## config.mk

```make
export PLATFORM = sky130hd
export DESIGN_NAME = sysref_capture_and_delay_cal
export DESIGN_NICKNAME = d
export VERILOG_FILES = /design/src/delay_ramp.v /design/src/sysref_capture_and_delay_cal.v
export VERILOG_INCLUDE_DIRS = /design/src
export SDC_FILE = /design/constraint.sdc
export NUM_CORES = 1
export LEC_CHECK = 0
export BUFFER_PORTS_ARGS = -buffer_cell sky130_fd_sc_hd__buf_2
export CORE_ASPECT_RATIO = 2
export CORE_MARGIN = 1
export CORE_UTILIZATION = 40
export CTS_CLUSTER_SIZE = 16
export DETAILED_ROUTE_END_ITERATION = 10
export SYNTH_ARGS = -nofsm -noshare
export SYNTH_HDL_FRONTEND = slang
export SYNTH_SLANG_ARGS = --single-unit
export TNS_END_PERCENT = 30
```

## constraint.sdc

```tcl
create_clock -name CLK_I -period 5.2 [get_ports CLK_I]
set_input_delay 0.78 -clock CLK_I [delete_from_list [all_inputs] [get_ports CLK_I]]
set_output_delay 0.78 -clock CLK_I [all_outputs]
set_load 0.005 [all_outputs]
```

## src/ref_cal_defines.vh

```
/*
 * Shared constants for the reference capture and delay calibration block:
 * register indices, field positions, reset values and timing counts.
 * Assumes it is included by bare name from the design files.
 */
`ifndef REF_CAL_DEFINES_VH
`define REF_CAL_DEFINES_VH

// Register indices; byte address is four times the index
`define IDX_DELAY_CTRL 6'h00
`define IDX_CLK_CTRL 6'h01
`define IDX_CAL_ENABLE 6'h02
`define IDX_CAL_CONFIG 6'h03
`define IDX_CAL_STATUS 6'h04
`define IDX_DELAY_STATUS 6'h05
`define IDX_WIN_LOW 6'h2c
`define IDX_WIN_MID 6'h2d
`define IDX_WIN_HIGH 6'h2e

// Control and status field positions
`define FLD_FINE_LSB 0
`define FLD_COARSE_LSB 8
`define FLD_INV 16
`define FLD_RAMP_EN 17
`define FLD_RAMP_FAST 18
`define FLD_TAP_SEL_LSB 0
`define FLD_ZOOM 4
`define FLD_CAL_EN 0
`define FLD_DONE 24
`define FLD_FAIL 25
`define FLD_BUSY 26
`define FLD_WIN_VALID 25

// Reset values
`define RST_DELAY 8'h00
`define RST_TAP_SEL 4'h0
`define RST_ZOOM 1'b1
`define RST_CAL_CFG 8'h00

// Ramp: one step per 256 cycles slow, four steps per 256 cycles fast
`define RAMP_SLOW_CYCLES 256
`define RAMP_FAST_STEPS 4
`define RAMP_SLOW_LAST 8'hff
`define RAMP_FAST_LAST 8'h3f

// Window detector
`define WIN_EDGES_VALID 2'h3
`define WIN_EDGE_BITS 24'h800001

// Calibration: last settle count per trial setting, and highest coarse delay tried
`define CAL_SETTLE_LAST 8'h0f
`define COARSE_MAX 8'hff

// AXI responses
`define RESP_OKAY 2'h0
`define RESP_SLVERR 2'h2

`endif

```

## src/delay_ramp.v

```verilog
/*
 * Coarse delay ramp controller: walks the active coarse delay one step at
 * a time toward the written target at the selected rate.
 * Assumes target and load come from registers in the same clock domain.
 */
`timescale 1ns/1ns
`default_nettype none
`include "ref_cal_defines.vh"

module delay_ramp #(
	parameter W = 8
) (
	// Clock and reset
	input wire clk_i,
	input wire resetn_i,
	// Control
	input wire [W-1:0] target_i,
	input wire load_i,
	input wire enable_i,
	input wire fast_i,
	// Status
	output reg [W-1:0] active_o,
	output wire busy_o
);

	reg [7:0] div;
	wire [7:0] last = fast_i ? `RAMP_FAST_LAST : `RAMP_SLOW_LAST;

	assign busy_o = enable_i && (active_o != target_i);

	always @(posedge clk_i or negedge resetn_i) begin
		if (!resetn_i) begin
			active_o <= {W{1'b0}};
			div <= 8'h00;
		end else if (!enable_i) begin
			active_o <= target_i;
			div <= 8'h00;
		end else if (load_i) begin
			div <= 8'h00;
		end else if (active_o != target_i) begin
			if (div == last) begin
				div <= 8'h00;
				// Single-step moves never pass the target
				if (active_o < target_i) begin
					active_o <= active_o + {{(W-1){1'b0}}, 1'b1};
				end else begin
					active_o <= active_o - {{(W-1){1'b0}}, 1'b1};
				end
			end else begin
				div <= div + 8'h01;
			end
		end else begin
			div <= 8'h00;
		end
	end

endmodule
`default_nettype wire

```

## src/sysref_capture_and_delay_cal.v

```verilog
/*
 * Clock-path timing logic: AXI4-Lite register file, coarse delay ramp,
 * reference window detector and automatic delay calibration engine.
 * Assumes all inputs are synchronous to CLK_I; the analog delay line, tap
 * samplers and the alignment phase detector sit outside this module.
 */
`timescale 1ns/1ns
`default_nettype none
`include "ref_cal_defines.vh"

// Function
// - With ramping on, active coarse delay steps gradually toward the written target.
// - Rate select: one step per 256 cycles, or four steps per 256 cycles.
// - Each coarse write while ramping is on restarts a ramp to the new value.
// - A 24-bit window status marks each reference tap at timing risk with 1.
// - Window status counts as valid after three reference rising edges.
// - Window status bits 0 and 23 always read 1.
// - Capture tap select holds an index 0 to 15; upper status bits informational.
// - Zoom 0 gives coarser tap spacing, zoom 1 finer.
// - Enabled calibration searches delays until clock falling meets reference rising.
// - Calibration raises a pollable done flag when the search ends.
// - Found setting is readable and stays applied while calibration remains enabled.
// - Search tries both clock polarities and picks the smaller coarse delay.
// - Inversion bit adds half a clock period on top of coarse and fine delay.
module sysref_capture_and_delay_cal #(
	parameter TAPS = 24,
	parameter SEL_W = 4,
	parameter DW = 8
) (
	// Clock and reset
	input wire CLK_I,
	input wire RESETN_I,
	// AXI4-Lite write address and data
	input wire [7:0] AWADDR_I,
	input wire AWVALID_I,
	output wire AWREADY_O,
	input wire [31:0] WDATA_I,
	input wire [3:0] WSTRB_I,
	input wire WVALID_I,
	output wire WREADY_O,
	// AXI4-Lite write response
	output reg [1:0] BRESP_O,
	output reg BVALID_O,
	input wire BREADY_I,
	// AXI4-Lite read
	input wire [7:0] ARADDR_I,
	input wire ARVALID_I,
	output wire ARREADY_O,
	output reg [31:0] RDATA_O,
	output reg [1:0] RRESP_O,
	output reg RVALID_O,
	input wire RREADY_I,
	// Reference and tap samplers
	input wire REF_I,
	input wire [TAPS-1:0] TAP_CAPTURE_I,
	input wire ALIGN_I,
	// Delay line and capture controls
	output reg DELAY_INV_O,
	output reg [DW-1:0] DELAY_COARSE_O,
	output reg [DW-1:0] DELAY_FINE_O,
	output reg TAP_ZOOM_O,
	output reg [SEL_W-1:0] CAPTURE_TAP_O
);

	localparam CS_IDLE = 2'b00;
	localparam CS_SETTLE = 2'b01;
	localparam CS_DONE = 2'b10;

	// Software registers
	reg [DW-1:0] fine_delay_setting, coarse_delay_setting, auto_cal_config;
	reg clock_inversion_bit, ramp_enable, ramp_rate_select;
	reg [SEL_W-1:0] capture_tap_select;
	reg tap_spacing_zoom, auto_cal_enable;
	reg coarse_load, win_clear, cal_start;

	// Ramp
	wire [DW-1:0] active_coarse;
	wire ramp_busy;

	// Window detector
	reg ref_d;
	reg [1:0] edge_cnt;
	reg [TAPS-1:0] prev_cap, risk_flags;
	wire [TAPS-1:0] next_risk, reference_window_status;
	wire ref_rise = REF_I && !ref_d;
	wire window_valid = (edge_cnt == `WIN_EDGES_VALID);

	// Calibration engine
	reg [1:0] cstate;
	reg [7:0] settle_cnt;
	reg [DW-1:0] s_coarse, c0, res_coarse, res_fine;
	reg s_inv, f0, res_inv, auto_cal_done, cal_fail;
	wire cal_busy = (cstate == CS_SETTLE);

	// Bus decode
	wire wr_take = AWVALID_I && WVALID_I && !BVALID_O;
	wire [5:0] wr_idx = AWADDR_I[7:2];
	wire [5:0] rd_idx = ARADDR_I[7:2];
	reg [31:0] rd_data;
	reg rd_hit, wr_hit;

	assign AWREADY_O = wr_take;
	assign WREADY_O = wr_take;
	assign ARREADY_O = !RVALID_O;

	delay_ramp #(.W(DW)) delay_ramp_i (
		.clk_i(CLK_I), .resetn_i(RESETN_I),
		.target_i(coarse_delay_setting),
		.load_i(coarse_load),
		.enable_i(ramp_enable),
		.fast_i(ramp_rate_select),
		.active_o(active_coarse),
		.busy_o(ramp_busy)
	);

	// Register writes
	always @*begin
		if (wr_idx <= `IDX_DELAY_STATUS) begin
			wr_hit = 1'b1;
		end else if (wr_idx >= `IDX_WIN_LOW && wr_idx <= `IDX_WIN_HIGH) begin
			wr_hit = 1'b1;
		end else begin
			wr_hit = 1'b0;
		end
	end

	always @(posedge CLK_I or negedge RESETN_I) begin
		if (!RESETN_I) begin
			fine_delay_setting <= `RST_DELAY;
			coarse_delay_setting <= `RST_DELAY;
			clock_inversion_bit <= 1'b0;
			ramp_enable <= 1'b0;
			ramp_rate_select <= 1'b0;
			capture_tap_select <= `RST_TAP_SEL;
			tap_spacing_zoom <= `RST_ZOOM;
			auto_cal_enable <= 1'b0;
			auto_cal_config <= `RST_CAL_CFG;
			coarse_load <= 1'b0;
			win_clear <= 1'b0;
			cal_start <= 1'b0;
			BVALID_O <= 1'b0;
			BRESP_O <= `RESP_OKAY;
		end else begin
			coarse_load <= 1'b0;
			win_clear <= 1'b0;
			cal_start <= 1'b0;
			if (BVALID_O && BREADY_I) begin
				BVALID_O <= 1'b0;
			end
			if (wr_take) begin
				BVALID_O <= 1'b1;
				BRESP_O <= wr_hit ? `RESP_OKAY : `RESP_SLVERR;
				if (wr_idx == `IDX_DELAY_CTRL) begin
					if (WSTRB_I[0]) begin
						fine_delay_setting <= WDATA_I[`FLD_FINE_LSB +: DW];
					end
					if (WSTRB_I[1]) begin
						coarse_delay_setting <= WDATA_I[`FLD_COARSE_LSB +: DW];
						coarse_load <= 1'b1;
					end
					if (WSTRB_I[2]) begin
						clock_inversion_bit <= WDATA_I[`FLD_INV];
						ramp_enable <= WDATA_I[`FLD_RAMP_EN];
						ramp_rate_select <= WDATA_I[`FLD_RAMP_FAST];
					end
				end else if (wr_idx == `IDX_CLK_CTRL) begin
					if (WSTRB_I[0]) begin
						capture_tap_select <= WDATA_I[`FLD_TAP_SEL_LSB +: SEL_W];
						tap_spacing_zoom <= WDATA_I[`FLD_ZOOM];
						win_clear <= (WDATA_I[`FLD_ZOOM] != tap_spacing_zoom);
					end
				end else if (wr_idx == `IDX_CAL_ENABLE) begin
					if (WSTRB_I[0]) begin
						auto_cal_enable <= WDATA_I[`FLD_CAL_EN];
						cal_start <= WDATA_I[`FLD_CAL_EN] && !auto_cal_enable;
					end
				end else if (wr_idx == `IDX_CAL_CONFIG) begin
					if (WSTRB_I[0]) begin
						auto_cal_config <= WDATA_I[DW-1:0];
					end
				end
			end
		end
	end

	// Register reads
	always @*begin
		rd_data = 32'h00000000;
		rd_hit = 1'b1;
		if (rd_idx == `IDX_DELAY_CTRL) begin
			rd_data[`FLD_FINE_LSB +: DW] = fine_delay_setting;
			rd_data[`FLD_COARSE_LSB +: DW] = coarse_delay_setting;
			rd_data[`FLD_INV] = clock_inversion_bit;
			rd_data[`FLD_RAMP_EN] = ramp_enable;
			rd_data[`FLD_RAMP_FAST] = ramp_rate_select;
		end else if (rd_idx == `IDX_CLK_CTRL) begin
			rd_data[`FLD_TAP_SEL_LSB +: SEL_W] = capture_tap_select;
			rd_data[`FLD_ZOOM] = tap_spacing_zoom;
		end else if (rd_idx == `IDX_CAL_ENABLE) begin
			rd_data[`FLD_CAL_EN] = auto_cal_enable;
		end else if (rd_idx == `IDX_CAL_CONFIG) begin
			rd_data[DW-1:0] = auto_cal_config;
		end else if (rd_idx == `IDX_CAL_STATUS) begin
			rd_data[`FLD_FINE_LSB +: DW] = res_fine;
			rd_data[`FLD_COARSE_LSB +: DW] = res_coarse;
			rd_data[`FLD_INV] = res_inv;
			rd_data[`FLD_DONE] = auto_cal_done;
			rd_data[`FLD_FAIL] = cal_fail;
			rd_data[`FLD_BUSY] = cal_busy;
		end else if (rd_idx == `IDX_DELAY_STATUS) begin
			rd_data[`FLD_FINE_LSB +: DW] = DELAY_FINE_O;
			rd_data[`FLD_COARSE_LSB +: DW] = DELAY_COARSE_O;
			rd_data[`FLD_INV] = DELAY_INV_O;
			rd_data[`FLD_DONE] = ramp_busy;
			rd_data[`FLD_WIN_VALID] = window_valid;
		end else if (rd_idx == `IDX_WIN_LOW) begin
			rd_data[7:0] = reference_window_status[7:0];
		end else if (rd_idx == `IDX_WIN_MID) begin
			rd_data[7:0] = reference_window_status[15:8];
		end else if (rd_idx == `IDX_WIN_HIGH) begin
			rd_data[7:0] = reference_window_status[23:16];
		end else begin
			rd_hit = 1'b0;
		end
	end

	always @(posedge CLK_I or negedge RESETN_I) begin
		if (!RESETN_I) begin
			RVALID_O <= 1'b0;
			RDATA_O <= 32'h00000000;
			RRESP_O <= `RESP_OKAY;
		end else if (ARVALID_I && !RVALID_O) begin
			RVALID_O <= 1'b1;
			RDATA_O <= rd_data;
			RRESP_O <= rd_hit ? `RESP_OKAY : `RESP_SLVERR;
		end else if (RVALID_O && RREADY_I) begin
			RVALID_O <= 1'b0;
		end
	end

	// Window detector: a tap whose capture changes between reference edges is flagged
	genvar i;
	generate
		for (i = 0; i < TAPS; i = i + 1) begin : g_tap
			assign next_risk[i] = (ref_rise && edge_cnt != 2'h0 &&
				TAP_CAPTURE_I[i] != prev_cap[i]) ? 1'b1 :
				(win_clear ? 1'b0 : risk_flags[i]);
		end
	endgenerate

	assign reference_window_status = risk_flags | `WIN_EDGE_BITS;

	always @(posedge CLK_I or negedge RESETN_I) begin
		if (!RESETN_I) begin
			ref_d <= 1'b0;
			edge_cnt <= 2'h0;
			prev_cap <= {TAPS{1'b0}};
			risk_flags <= {TAPS{1'b0}};
		end else begin
			ref_d <= REF_I;
			risk_flags <= next_risk;
			if (ref_rise) begin
				prev_cap <= TAP_CAPTURE_I;
			end
			if (win_clear) begin
				edge_cnt <= 2'h0;
			end else if (ref_rise && !window_valid) begin
				edge_cnt <= edge_cnt + 2'h1;
			end
		end
	end

	// Calibration engine: sweep coarse upward per polarity until the phase
	// detector reports alignment, then keep the smaller coarse value
	always @(posedge CLK_I or negedge RESETN_I) begin
		if (!RESETN_I) begin
			cstate <= CS_IDLE;
			settle_cnt <= 8'h00;
			s_inv <= 1'b0;
			s_coarse <= {DW{1'b0}};
			c0 <= {DW{1'b0}};
			f0 <= 1'b0;
			res_inv <= 1'b0;
			res_coarse <= {DW{1'b0}};
			res_fine <= {DW{1'b0}};
			auto_cal_done <= 1'b0;
			cal_fail <= 1'b0;
		end else begin
			case (cstate)
				CS_SETTLE: begin
					if (!auto_cal_enable) begin
						cstate <= CS_IDLE;
					end else if (settle_cnt != `CAL_SETTLE_LAST) begin
						settle_cnt <= settle_cnt + 8'h01;
					end else begin
						settle_cnt <= 8'h00;
						if (ALIGN_I || s_coarse == `COARSE_MAX) begin
							if (!s_inv) begin
								c0 <= s_coarse;
								f0 <= ALIGN_I;
								s_inv <= 1'b1;
								s_coarse <= {DW{1'b0}};
							end else begin
								if (ALIGN_I && (!f0 || s_coarse < c0)) begin
									res_inv <= 1'b1;
									res_coarse <= s_coarse;
								end else begin
									res_inv <= 1'b0;
									res_coarse <= f0 ? c0 : {DW{1'b0}};
								end
								res_fine <= auto_cal_config;
								cal_fail <= !f0 && !ALIGN_I;
								auto_cal_done <= 1'b1;
								cstate <= CS_DONE;
							end
						end else begin
							s_coarse <= s_coarse + {{(DW-1){1'b0}}, 1'b1};
						end
					end
				end
				default: begin
					if (cal_start) begin
						cstate <= CS_SETTLE;
						settle_cnt <= 8'h00;
						auto_cal_done <= 1'b0;
						s_inv <= 1'b0;
						s_coarse <= {DW{1'b0}};
					end
				end
			endcase
		end
	end

	// Applied delay and capture controls
	always @(posedge CLK_I or negedge RESETN_I) begin
		if (!RESETN_I) begin
			DELAY_INV_O <= 1'b0;
			DELAY_COARSE_O <= {DW{1'b0}};
			DELAY_FINE_O <= {DW{1'b0}};
			TAP_ZOOM_O <= `RST_ZOOM;
			CAPTURE_TAP_O <= `RST_TAP_SEL;
		end else begin
			TAP_ZOOM_O <= tap_spacing_zoom;
			CAPTURE_TAP_O <= capture_tap_select;
			if (auto_cal_enable && cal_busy) begin
				DELAY_INV_O <= s_inv;
				DELAY_COARSE_O <= s_coarse;
				DELAY_FINE_O <= auto_cal_config;
			end else if (auto_cal_enable && auto_cal_done) begin
				DELAY_INV_O <= res_inv;
				DELAY_COARSE_O <= res_coarse;
				DELAY_FINE_O <= res_fine;
			end else begin
				DELAY_INV_O <= clock_inversion_bit;
				DELAY_COARSE_O <= active_coarse;
				DELAY_FINE_O <= fine_delay_setting;
			end
		end
	end

endmodule
`default_nettype wire

```

==> out/metrics.sh, run 1 <==
RUN_STATUS='finished with violations'
FAILING_CHECKS='DRC'
TRITONCTS.NUM_BUFFERS=17
PORT-BUFFER-COUNT=115
DRT-VIAS-PER-INSTANCE=5.41
FINALHOLDVIOLATIONS=0
GRT_FIRST_PASS_WIRELENGTH_MM=37.2
ROUTABILITY_CONGESTION=0.834
CTS.REPAIR.RESIZED=0
CRITICAL_PATH_REQUIRED_PS=5580
WORST_SETUP_PATH_END_KIND='flop'
AGGREGATE_GLOBAL_ROUTE_RESOURCE_USAGE=0.195
ROUTED_WL_MM=22.7
DRT_FIRST_PASS_ITERS=8
CRITICAL_PATH_PEAK_FANOUT=8
YS_SEQ_ELEMENTS=194
CLASSIFICATION_OF_THE_WORST_SETUP_PATH='reg2reg'
FP.DIEH_MICRONS=221
DPL.HPWL_MM=16.6
MAX-VDD-IR-DROP_uV=223
SYNTH_FF_TYPE='sky130_fd_sc_hd__dfrtp_1'
REGTOREGSTARTPOINT='coarse_delay_setting[1]$_DFFE_PN0P_'
SYNTH_EDF_COUNT=0
REMAINING_DRC_ERRORS=8
SYN-INSTANCE-COUNT=910
CLOCK-SKEW-FINAL_PS=10.4
FINALCRITICALPERIOD_PS=3410
WORSTMARGINPINSLEW_PS=1090
PERIOD_SHARE=0.655
CORE_FOOTPRINT_SQ_UM=23700
ANTENNA_FOUND_INITIAL=2
DESIGN.DIE.AREA_SQ_UM=24700
LEAKAGE_nW=5.44
DESIGN.FINAL.NETS=1125
HOLDBUFCOUNTCTS=0
CORE.ROWCOUNT=80
R2R_END='delay_ramp_i.active_o[7]$_DFFE_PN0P_'
AREA.SEQUENTIAL_SQ_UM=4860
GRT_START_MAX_NET_PINS=102
MAXSLEWVIOLCOUNT=0
FP.DIEW_MICRONS=112
NUM_ANTENNA_CELLS=0
CLOCK_SINK_COUNT=194
AREAL_POWER_DENSITY_OVER_THE_CELLS_nW_PER_UM2=311
SHARE_OF_CELLS_ABOVE_DRIVE_STRENGTH_1=0.229
CTS.REPORTEDPATHS.CLKPINSLEW_PS=70
CLOCK_TREE_FROM_TRITONCTS='built'
LAYOUT-AREA-OVERHEAD-VS-SYNTH_PCT=14.4
START_UTIL=0.406
PIN_COUNT=148
BUFFER_TYPE_AT_THE_CLOCK_TREE_ROOT='sky130_fd_sc_hd__clkbuf_16'
CTS_MAX_PATH_BUFFERS=2
GRT_PASS1_VIAS=7172
ROUTE.DETAILED.WL_PER_INST_MICRONS=17.3
DRT.ANTENNA.VIOLATING_NETS=0
ROUTE.VIAS.TOTAL=7101
CRITICAL_PATH.STARTPOINT_TYPE='flop'
SYNTH_SEQUENTIAL_AREA_RATIO=0.504
SYNTHESIS.YOSYS.WARNINGS=0
CLOCK.FMAX_GHz=0.293
POST-CTS-SETUP-BUFFERS=0
FIRST_ITER_VIOLATIONS=343
TIMING.HOLD.WORST.CLASS='in2async'
GLOBALROUTEOVERFLOWTOTAL=0
SYN_AREA_CELL_SQ_UM=10.6
TIMING.MAX_SLEW.REL_SLACK=0.270
CTS-HTREE-LEVELS=4
DISTINCT_CELL_TYPE_COUNT_AFTER_SYNTHESIS=64
WORST_REG_TO_REG_SETUP_SLACK_PS=1790
FINAL.FILL_COUNT=2266
SETUP_VIOLATIONS=0
RR_WORST_DEPTH=13
WORST_SKEW_PAIR.LATE_LATENCY_PS=450
TOTALNEGATIVESETUPSLACK_PS=0
RSZ0062_AT_GRT='no'
MAXCAPVIOLCOUNT=0
ASYNC_FLOP_SHARE=1.00
CP_DATA_ARRIVAL_TIME_PS=3790
AREA_OF_THE_MULTI_INPUT_GATES_SQ_UM=4370
HOLD_SLACK_PS=398
SYNTH_CELL_AREA_SQ_UM=9630
## cell families after synthesis
logic type | Yosys count | share of synthesized area
compound gates | 199 | 0.132
fa+ha+maj | 28 | 0.0372
flops | 194 | 0.504
other cells | 1 | 0.000389
buf+inv | 102 | 0.0465
xor+xnor | 36 | 0.0327
simple gates | 238 | 0.122
mux | 112 | 0.125
## cell usage in the layout (no fill, tap or decap), types with 6 or more instances in the layout
master and count:
sky130_fd_sc_hd__mux2_2 65, sky130_fd_sc_hd__a2bb2oi_1 10, sky130_fd_sc_hd__nor2_1 52, sky130_fd_sc_hd__mux2i_1 47
sky130_fd_sc_hd__a21oi_1 23, sky130_fd_sc_hd__nand4_1 8, sky130_fd_sc_hd__buf_2 114, sky130_fd_sc_hd__nand3_1 35
sky130_fd_sc_hd__nand2b_1 7, sky130_fd_sc_hd__o211ai_1 12, sky130_fd_sc_hd__o22ai_1 29, sky130_fd_sc_hd__nor2b_1 9
sky130_fd_sc_hd__a22o_1 12, sky130_fd_sc_hd__dfrtp_1 192, sky130_fd_sc_hd__o21ai_0 72, sky130_fd_sc_hd__nand2_1 83
sky130_fd_sc_hd__inv_1 52, sky130_fd_sc_hd__xnor2_1 32, sky130_fd_sc_hd__and3_1 6, sky130_fd_sc_hd__conb_1 12
sky130_fd_sc_hd__clkbuf_16 17, sky130_fd_sc_hd__ha_1 27
## worst max-delay path by stage
stage                                                end  cells past startpoint                                 start
finish              delay_ramp_i.active_o[7]$_DFFE_PN0P_                     13   coarse_delay_setting[1]$_DFFE_PN0P_
global route        delay_ramp_i.active_o[7]$_DFFE_PN0P_                     13   coarse_delay_setting[1]$_DFFE_PN0P_
CTS                 delay_ramp_i.active_o[7]$_DFFE_PN0P_                     13   coarse_delay_setting[1]$_DFFE_PN0P_
detailed placement  delay_ramp_i.active_o[7]$_DFFE_PN0P_                     13   coarse_delay_setting[1]$_DFFE_PN0P_
global placement    delay_ramp_i.active_o[7]$_DFFE_PN0P_                     12  delay_ramp_i.active_o[1]$_DFFE_PN0P_
floorplan           delay_ramp_i.active_o[7]$_DFFE_PN0P_                     12  delay_ramp_i.active_o[1]$_DFFE_PN0P_
## through the flow
stage / utilization / worst slack, ps / std cells / area [sq um] / power [mW]
finish: 0.464 / 1790 / 1312 / 11000 / 3.43
global route: 0.464 / 1640 / 1312 / 11000 / 3.58
CTS: 0.464 / 1780 / 1312 / 11000 / 3.48
detailed placement: 0.440 / 1810 / 1280 / 10400 / 2.13
global placement: 0.440 / 1830 / 1280 / 10400 / 2.12
floorplan: - / 2180 / 921 / 9670 / 1.96
## state kept, by name (all words and copies together) (netlist names), 2 cells and up
| signal | cells |
|---|---|
| RDATA_O | 22 |
| res_coarse | 8 |
| capture_tap_select | 4 |
| DELAY_COARSE_O | 8 |
| c0 | 8 |
| cstate | 2 |
| prev_cap | 22 |
| CAPTURE_TAP_O | 4 |
| coarse_delay_setting | 8 |
| settle_cnt | 8 |
| auto_cal_config | 8 |
| edge_cnt | 2 |
| DELAY_FINE_O | 8 |
| delay_ramp_i.div | 8 |
| risk_flags | 22 |
| res_fine | 8 |
| delay_ramp_i.active_o | 8 |
| s_coarse | 8 |
| fine_delay_setting | 8 |
## worst max-delay path: stages (launching register included)
cell	delay, ps
sky130_fd_sc_hd__dfrtp_1	410
sky130_fd_sc_hd__inv_1	60
sky130_fd_sc_hd__ha_1	300
sky130_fd_sc_hd__nor2b_1	130
sky130_fd_sc_hd__o211ai_1	150
sky130_fd_sc_hd__a21oi_1	120
sky130_fd_sc_hd__or2_2	410
sky130_fd_sc_hd__ha_1	310
sky130_fd_sc_hd__a21oi_1	180
sky130_fd_sc_hd__o211ai_1	140
sky130_fd_sc_hd__o41ai_1	440
sky130_fd_sc_hd__nor3_1	120
sky130_fd_sc_hd__or3b_2	480
sky130_fd_sc_hd__nand3_1	90
## synthesized netlist by cell type (all sizes together) (27+ instances only)
cell type,number,area [sq um]
nand2,83,312
mux2i,47,470
nand3,36,185
ha,27,338
inv,52,195
o22ai,29,181
o21ai,73,365
dfrtp,192,4800
clkbuf,27,101
xnor2,32,280
nor2,55,214
mux2,65,732
## cell type report
cell class              count  share of cell area
inverters                  53              0.0181
flip-flops and latches    194               0.441
clock buffers              18              0.0390
multi-input cells         625               0.397
repair buffers            121              0.0583
clock inverters            14              0.0148
well taps                 287              0.0326
## where the power goes
| part | leakage (nW) | internal, mW | switching [mW] |
|---|---|---|---|
| Combinational | 2.67 | 0.204 | 0.247 |
| Clock | 0.289 | 0.689 | 0.643 |
| Sequential | 2.49 | 1.58 | 0.0614 |
## per-layer routing
layer	vias up	track usage	part of all wire
li1	3417	-	-
met1	3488	0.216	0.39
met2	152	0.352	0.53
met3	40	0.0441	0.043
met4	4	0.0863	0.028
met5	-	0	0.0012
No activity file was read; power rests on OpenSTA's default activity.
==> run 2, diff against run 1 <==
==> constraint.sdc (replaced) <==
create_clock -name CLK_I -period 3.3 [get_ports CLK_I]
set_input_delay 0.495 -clock CLK_I [delete_from_list [all_inputs] [get_ports CLK_I]]
set_output_delay 0.495 -clock CLK_I [all_outputs]
set_load 0.005 [all_outputs]
==> out/metrics.sh, run 2 (synthesized netlist as in run 1, its figures left out) <==
MAXCAPVIOLCOUNT=0  # unchanged
CRITICAL_PATH.STARTPOINT_TYPE='flop'
CTS-HTREE-LEVELS=4  # unchanged
AREA.SEQUENTIAL_SQ_UM=4860  # unchanged
CRIT_START='coarse_delay_setting[1]$_DFFE_PN0P_'
TIMING.MAX_SLEW.REL_SLACK=0.407  # +0.137
RSZ0062_AT_GRT='no'
DRT.ANTENNA.VIOLATING_NETS=0  # unchanged
RUN_STATUS='finished with violations'
WORSTMARGINPINSLEW_PS=890  # -202 ps
FINALCRITICALPERIOD_PS=3150  # -260 ps
R2R_END='delay_ramp_i.active_o[7]$_DFFE_PN0P_'
TIMING.HOLD.WORST.CLASS='in2async'
CLOCK_SINK_COUNT=194  # unchanged
CTS.REPORTEDPATHS.CLKPINSLEW_PS=70  # about the same
FINISH.CELL_COUNT_WITHOUT_FILLERS=1333  # +1.6%
DPL.CELL_COUNT=1301  # +1.6%
CORE.ROWCOUNT=80  # unchanged
ROUTE.VIAS.TOTAL=7123  # +0.31%
DESIGN.DIE.AREA_SQ_UM=24700  # unchanged
PIN_COUNT=148  # unchanged
CLOCK.FMAX_GHz=0.318  # +8.3%
FIRST_ITER_VIOLATIONS=327  # -4.7%
SHARE_OF_CELLS_ABOVE_DRIVE_STRENGTH_1=0.246  # +0.0164
UTILIZATION=0.471  # +0.00638
MET2_WIRELENGTH_FROM_DETAILED_ROUTING_MM=13.1  # +7.8%
CLASSIFICATION_OF_THE_WORST_SETUP_PATH='reg2reg'
LAYOUT-AREA-OVERHEAD-VS-SYNTH_PCT=16.0
AGGREGATE_GLOBAL_ROUTE_RESOURCE_USAGE=0.203  # +0.00818
AREA_OF_THE_MULTI_INPUT_GATES_SQ_UM=4380  # +0.31%
DRT-VIAS-PER-INSTANCE=5.34  # -1.3%
CRITICAL_PATH_REQUIRED_PS=3690  # -1890 ps
WORST_SKEW_PAIR.LATE_LATENCY_PS=460  # about the same
PERIOD_SHARE=0.954  # +0.299
FINALHOLDVIOLATIONS=0  # unchanged
LEAKAGE_nW=5.53  # +1.6%
CLOCK-SKEW-FINAL_PS=13.1  # +2.69 ps
DOMINANT_DELAY_CONTRIBUTOR_BY_CELL_FAMILY_ON_THE_CRITICAL_PATH='simple AND/OR/NAND/NOR gates'
CELL_COUNT_ALONG_THE_CRITICAL_PATH=13  # unchanged
MAXSLEWVIOLCOUNT=0  # unchanged
RR_WORST_DEPTH=13  # unchanged
LAYOUT_TOP_REGISTERS='RDATA_O x22, prev_cap x22, risk_flags x22'
FINAL_COMMON_CELL='sky130_fd_sc_hd__dfrtp_1'
GRT_START_MAX_NET_PINS=80  # -22%
CTS_MAX_PATH_BUFFERS=2  # unchanged
FP.DIEW_MICRONS=112  # unchanged
DR_WL_MET3_MM=1.03  # +6.1%
POST-CTS-SETUP-BUFFERS=0  # unchanged
LEADING_CELL_TYPES_IN_THE_LAYOUT_FILL_AND_TAPS_EXCLUDED='192 x sky130_fd_sc_hd__dfrtp_1, 114 x sky130_fd_sc_hd__buf_2, 83 x sky130_fd_sc_hd__nand2_1'
WORST_SETUP_PATH_END_KIND='flop'
START_UTIL=0.406  # unchanged
TRITONCTS.NUM_BUFFERS=17  # unchanged
TOP_SIGNAL_LAYER_USED='met5'
CRITICAL_PATH_BUF_INV_COUNT=1  # unchanged
DRT_FIRST_PASS_ITERS=8  # unchanged
DRT-MET1-WL_MM=9.12  # +2.2%
FINAL.FILL_COUNT=2237  # -1.3%
WORST_SETUP_PATH_ENDPOINT='delay_ramp_i.active_o[7]$_DFFE_PN0P_'
NUM_ANTENNA_CELLS=0  # unchanged
CP_DATA_ARRIVAL_TIME_PS=3540  # -250 ps
FAILING_CHECKS='DRC'
ROUTED_WL_MM=23.7  # +4.3%
REMAINING_DRC_ERRORS=8  # unchanged
DETAILED_PLACE.AREA_SQ_UM=10600  # +1.5%
FP.DIEH_MICRONS=221  # unchanged
FINAL_DESIGN_AREA_NO_FILL_SQ_UM=11200  # +1.4%
CP_SLOWEST_CELL='sky130_fd_sc_hd__or3b_2'
LARGEST_INCREMENTAL_DELAY_ON_THE_CRITICAL_PATH_PS=470  # about the same
GRT_PASS1_VIAS=7298  # +1.8%
REGTOREGSTARTPOINT='coarse_delay_setting[1]$_DFFE_PN0P_'
ANTENNA_FOUND_INITIAL=2  # unchanged
MAX-VDD-IR-DROP_uV=335  # +50%
TOTALNEGATIVESETUPSLACK_PS=0  # unchanged
PORT-BUFFER-COUNT=115  # unchanged
ROUTABILITY_CONGESTION=0.801  # -3.9%
BUFFER_TYPE_AT_THE_CLOCK_TREE_ROOT='sky130_fd_sc_hd__clkbuf_16'
DESIGN.FINAL.NETS=1146  # +1.9%
AREAL_POWER_DENSITY_OVER_THE_CELLS_nW_PER_UM2=485  # +56%
CLOCK_TREE_FROM_TRITONCTS='built'
GLOBALROUTEOVERFLOWTOTAL=0  # unchanged
SETUP_VIOLATIONS=0  # unchanged
CORE_FOOTPRINT_SQ_UM=23700  # unchanged
WORSTPATHCELLLIST='inv_1 -> ha_1 -> nor2b_1 -> o211ai_1 -> a21oi_1 -> or2_4 -> ha_1 -> a21oi_2 -> o211ai_1 -> o41ai_2 -> nor3_1 -> or3b_2 -> nand3_1'
ROUTE.DETAILED.WL_PER_INST_MICRONS=17.7  # +2.7%
WORST_REG_TO_REG_SETUP_SLACK_PS=150  # -1640 ps
CRITICAL_PATH_PEAK_FANOUT=6  # -2
GRT_FIRST_PASS_WIRELENGTH_MM=38.6  # +3.7%
DPL.HPWL_MM=17.5  # +5.4%
TOTAL_POWER_mW=5.42  # +58%
run 2: layout make-up:
cell class	instances	share of cell area
Inverter	53	0.0178
Clock buffer	20	0.0400
Sequential cell	194	0.435
Multi-Input combinational cell	625	0.392
Clock inverter	12	0.0112
Timing Repair Buffer	142	0.0716
Tap cell	287	0.0321
run 2: how the worst min path moves through the flow:
stage | start | end | slack (ps)
6_report | RESETN_I | RDATA_O[11]$_DFFE_PN0P_ | 60
5_1_grt | RESETN_I | RDATA_O[11]$_DFFE_PN0P_ | 120
4_1_cts | RESETN_I | RDATA_O[11]$_DFFE_PN0P_ | 90
3_5_place_dp | tap_spacing_zoom$_DFFE_PN1P_ | TAP_ZOOM_O$_DFF_PN1_ | 390
3_3_place_gp | capture_tap_select[0]$_DFFE_PN0P_ | CAPTURE_TAP_O[0]$_DFF_PN0_ | 380
2_1_floorplan | RESETN_I | BRESP_O[1]$_DFFE_PN0P_ | 200
run 2: worst register-to-register path, stage by stage (launching register included):
cell and delay (ps):
sky130_fd_sc_hd__dfrtp_1 340, sky130_fd_sc_hd__inv_1 50, sky130_fd_sc_hd__ha_1 290, sky130_fd_sc_hd__nor2b_1 130, sky130_fd_sc_hd__o211ai_1 210, sky130_fd_sc_hd__a21oi_1 120, sky130_fd_sc_hd__or2_4 300, sky130_fd_sc_hd__ha_1 290
sky130_fd_sc_hd__a21oi_2 150, sky130_fd_sc_hd__o211ai_1 140, sky130_fd_sc_hd__o41ai_2 380, sky130_fd_sc_hd__nor3_1 100, sky130_fd_sc_hd__or3b_2 470, sky130_fd_sc_hd__nand3_1 90
run 2: what timing repair did:
action / in CTS / in global routing
cloned: 0 / 0
setup endpoints to repair: 1 / 2
resized for setup: 1 / 2
hold buffers: 0 / 0
pin swaps: 0 / 1
endpoints found under the hold margin: 0 / 0
run 2: power by group:
part           internal, mW  switching [mW]  total [mW]
clock                  1.07           0.972        2.05
sequential             2.50          0.0893        2.59
combinational         0.366           0.419       0.786
run 2: per-stage QoR:
step | worst slack [ps] | hold slack (ps)
6_report | 153 | 60.7
4_1_cts | 114 | 91.7
5_1_grt | 26.3 | 123
2_1_floorplan | 282 | 199
3_5_place_dp | 26.4 | 386
3_3_place_gp | 22.6 | 384
run 2: routing by layer:
| metal | vias up | GRT usage |
|---|---|---|
| li1 | 3453 | - |
| met1 | 3502 | 0.224 |
| met2 | 135 | 0.376 |
| met3 | 29 | 0.0433 |
| met4 | 4 | 0.0763 |
| met5 | - | 0 |
==> run 3, diff against run 2 <==
--- a/config.mk
+++ b/config.mk
@@ -9,7 +9,7 @@
 export BUFFER_PORTS_ARGS = -buffer_cell sky130_fd_sc_hd__buf_2
 export CORE_ASPECT_RATIO = 2
 export CORE_MARGIN = 1
-export CORE_UTILIZATION = 40
+export CORE_UTILIZATION = 38
 export CTS_CLUSTER_SIZE = 16
 export DETAILED_ROUTE_END_ITERATION = 10
 export SYNTH_ARGS = -nofsm -noshare
==> constraint.sdc (replaced) <==
create_clock -name CLK_I -period 2.65 [get_ports CLK_I]
set_input_delay 0.3975 -clock CLK_I [delete_from_list [all_inputs] [get_ports CLK_I]]
set_output_delay 0.3975 -clock CLK_I [all_outputs]
set_load 0.005 [all_outputs]
==> out/metrics.sh, run 3 (synthesized netlist as in run 1, its figures left out) <==
LAYOUT-AREA-OVERHEAD-VS-SYNTH_PCT=21.5
GRT_FIRST_PASS_WIRELENGTH_MM=39.3  # +1.9%
POWER_SHARE_OF_THE_CLOCK_GROUP=0.368  # -0.010
FINAL_COMMON_CELL='sky130_fd_sc_hd__dfrtp_1'
POWER.SHARE.SEQUENTIAL=0.465  # -0.012
WORSTMARGINPINSLEW_PS=888  # -1.69 ps
FAILING_CHECKS='setup timing'
PERIOD_SHARE=1.09  # +0.134
LAYOUT_TOP_REGISTERS='RDATA_O x22, prev_cap x22, risk_flags x22'
DESIGN.FINAL.NETS=1189  # +3.8%
TIMING.HOLD.WORST.CLASS='in2reg'
AREA_OF_THE_MULTI_INPUT_GATES_SQ_UM=4490  # +2.4%
START_UTIL=0.386  # -0.0197
CRITICAL_PATH_REQUIRED_PS=3030  # -660 ps
FP.DIEH_MICRONS=227  # +2.6%
AREA.SEQUENTIAL_SQ_UM=4860  # about the same
INTERNAL_POWER_mW=5.02  # +28%
LAYOUT_SETUP_WS_PS=-232  # -385 ps
CLOCK.FMAX_GHz=0.347  # +9.2%
CTS.REPORTEDPATHS.CLKPINSLEW_PS=70  # about the same
FP.DIEW_MICRONS=115  # +2.6%
AREAL_POWER_DENSITY_OVER_THE_CELLS_nW_PER_UM2=592  # +22%
FINALCRITICALPERIOD_PS=2880  # -265 ps
WORST_SKEW_PAIR.LATE_LATENCY_PS=450  # about the same
DRT-VIAS-PER-INSTANCE=5.10  # -4.5%
DRT_FIRST_PASS_ITERS=4  # -4
AGGREGATE_GLOBAL_ROUTE_RESOURCE_USAGE=0.200  # -0.00316
POWER.SWITCHING_FRACTION=0.274  # +0.00106
DESIGN.DIE.AREA_SQ_UM=26000  # +5.2%
CLOCK_SINK_COUNT=194  # unchanged
RUN_STATUS='finished with violations'
NUM_ANTENNA_CELLS=0  # unchanged
CLOCK_TREE_FROM_TRITONCTS='built'
SHARE_OF_CELLS_ABOVE_DRIVE_STRENGTH_1=0.290  # +0.0438
MAXCAPVIOLCOUNT=0  # unchanged
WORST_SETUP_PATH_END_KIND='flop'
P_SWITCHING_mW=1.90  # +28%
MAX-VDD-IR-DROP_uV=428  # +28%
RSZ0062_AT_GRT='yes'
ROUTABILITY_CONGESTION=0.826  # +3.0%
GRT_PASS1_VIAS=7461  # +2.2%
CRITICAL_PATH.STARTPOINT_TYPE='flop'
ANTENNA_FOUND_INITIAL=1  # -1
TOTAL_POWER_mW=6.92  # +28%
SETUP_VIOLATIONS=5  # +5
ROUTED_WL_MM=24.4  # +3.0%
GLOBALROUTEOVERFLOWTOTAL=0  # unchanged
TIMING.MAX_SLEW.REL_SLACK=0.408  # +0.00113
POWER.COMBINATIONAL.FRACTION=0.167  # +0.022
UTILIZATION=0.469  # -0.00160
CLOCK-SKEW-FINAL_PS=9.51  # -3.60 ps
REMAINING_DRC_ERRORS=0  # -8
LEAKAGE_nW=5.78  # +4.4%
CORE.ROWCOUNT=82  # +2.5%
PORT-BUFFER-COUNT=115  # unchanged
FIRST_ITER_VIOLATIONS=401  # +23%
PIN_COUNT=148  # unchanged
CTS-HTREE-LEVELS=4  # unchanged
LEADING_CELL_TYPES_IN_THE_LAYOUT_FILL_AND_TAPS_EXCLUDED='191 x sky130_fd_sc_hd__dfrtp_1, 114 x sky130_fd_sc_hd__buf_2, 83 x sky130_fd_sc_hd__nand2_1'
CP_DATA_ARRIVAL_TIME_PS=3260  # -280 ps
MAXSLEWVIOLCOUNT=0  # unchanged
CRITICAL_PATH_PEAK_FANOUT=6  # unchanged
FINAL.FILL_COUNT=2371  # +6.0%
DRT.ANTENNA.VIOLATING_NETS=0  # unchanged
TRITONCTS.NUM_BUFFERS=17  # unchanged
BUFFER_TYPE_AT_THE_CLOCK_TREE_ROOT='sky130_fd_sc_hd__clkbuf_16'
ROUTE.VIAS.TOTAL=7268  # +2.0%
HOLD_SLACK_PS=70.9  # +10.2 ps
GRT_START_MAX_NET_PINS=68  # -15%
DPL.HPWL_MM=18.3  # +4.6%
CLASSIFICATION_OF_THE_WORST_SETUP_PATH='reg2reg'
FINALHOLDVIOLATIONS=0  # unchanged
CTS_MAX_PATH_BUFFERS=2  # unchanged
CORE_FOOTPRINT_SQ_UM=24900  # +5.1%
ROUTE.DETAILED.WL_PER_INST_MICRONS=17.1  # -3.6%
==> run 3: cell count changes in the layout (fill, tap and decap cells not counted), sizes merged <==
cell,delta
buf,+42
inv,+1
clkbuf,-1
dlygate4sd3,+1
clkinvlp,-1
==> run 3: repair_timing <==
action	CTS	global route
setup buffers	6	1
endpoints found under the hold margin	49	0
endpoints found under the setup margin	4	6
hold buffers	1	0
resized for setup	3	4
pin swaps	10	10
==> run 3: worst paths after layout <==
kind	to	startpoint	cells past startpoint	slack [ps]
hold / removal	ref_d$_DFF_PN0_	REF_I	1	70
hold reg to reg	TAP_ZOOM_O$_DFF_PN1_	tap_spacing_zoom$_DFFE_PN1P_	0	410
max in group asynchronous	TAP_ZOOM_O$_DFF_PN1_	RESETN_I	3	1370
min in group asynchronous	coarse_delay_setting[4]$_DFFE_PN0P_	RESETN_I	2	510
setup / recovery	delay_ramp_i.active_o[7]$_DFFE_PN0P_	delay_ramp_i.active_o[1]$_DFFE_PN0P_	12	-230
setup reg to reg	delay_ramp_i.active_o[7]$_DFFE_PN0P_	delay_ramp_i.active_o[1]$_DFFE_PN0P_	12	-230
==> run 3: worst max-delay path, cell delays in order, from the launching register on <==
cell	delay (ps)
sky130_fd_sc_hd__dfrtp_2	430
sky130_fd_sc_hd__ha_4	240
sky130_fd_sc_hd__nor2b_1	120
sky130_fd_sc_hd__o211ai_1	180
sky130_fd_sc_hd__a21oi_2	80
sky130_fd_sc_hd__or2_4	300
sky130_fd_sc_hd__ha_4	230
sky130_fd_sc_hd__a21oi_2	130
sky130_fd_sc_hd__o211ai_1	130
sky130_fd_sc_hd__o41ai_2	400
sky130_fd_sc_hd__nor3_2	100
sky130_fd_sc_hd__or3b_4	390
sky130_fd_sc_hd__nand3_2	60
==> run 3: final cells by class <==
type                    count  share of cell area
well taps                 336              0.0359
inverters                  53              0.0170
clock inverters            12              0.0108
flip-flops and latches    194               0.415
repair buffers            185              0.0994
clock buffers              19              0.0379
multi-input cells         625               0.384
==> run 3: routing by layer <==
metal,up-vias,GRT usage,share of wire
li1,3545,-,-
met1,3500,0.229,0.40
met2,175,0.358,0.53
met3,46,0.0378,0.043
met4,2,0.0909,0.035
met5,-,0,0.00066
==> run 3: stage by stage <==
stage,worst slack (ps),cell area (sq um),instances,setup TNS [ps]
after global placement,-243,11000,1385,-605
after detailed placement,-270,11000,1385,-685
final,-232,11700,1424,-647
after floorplan,-122,9760,921,-243
after CTS,-263,11700,1423,-791
after global routing,-336,11700,1424,-1350
==> run 3: power by group through the flow <==
stage	registers, mW	clock network (mW)	logic [mW]
2_1_floorplan	3.26	0	0.657
3_3_place_gp	3.27	0	1.10
3_5_place_dp	3.28	0	1.12
4_1_cts	3.22	2.60	1.16
5_1_grt	3.24	2.71	1.28
6_report	3.22	2.54	1.16
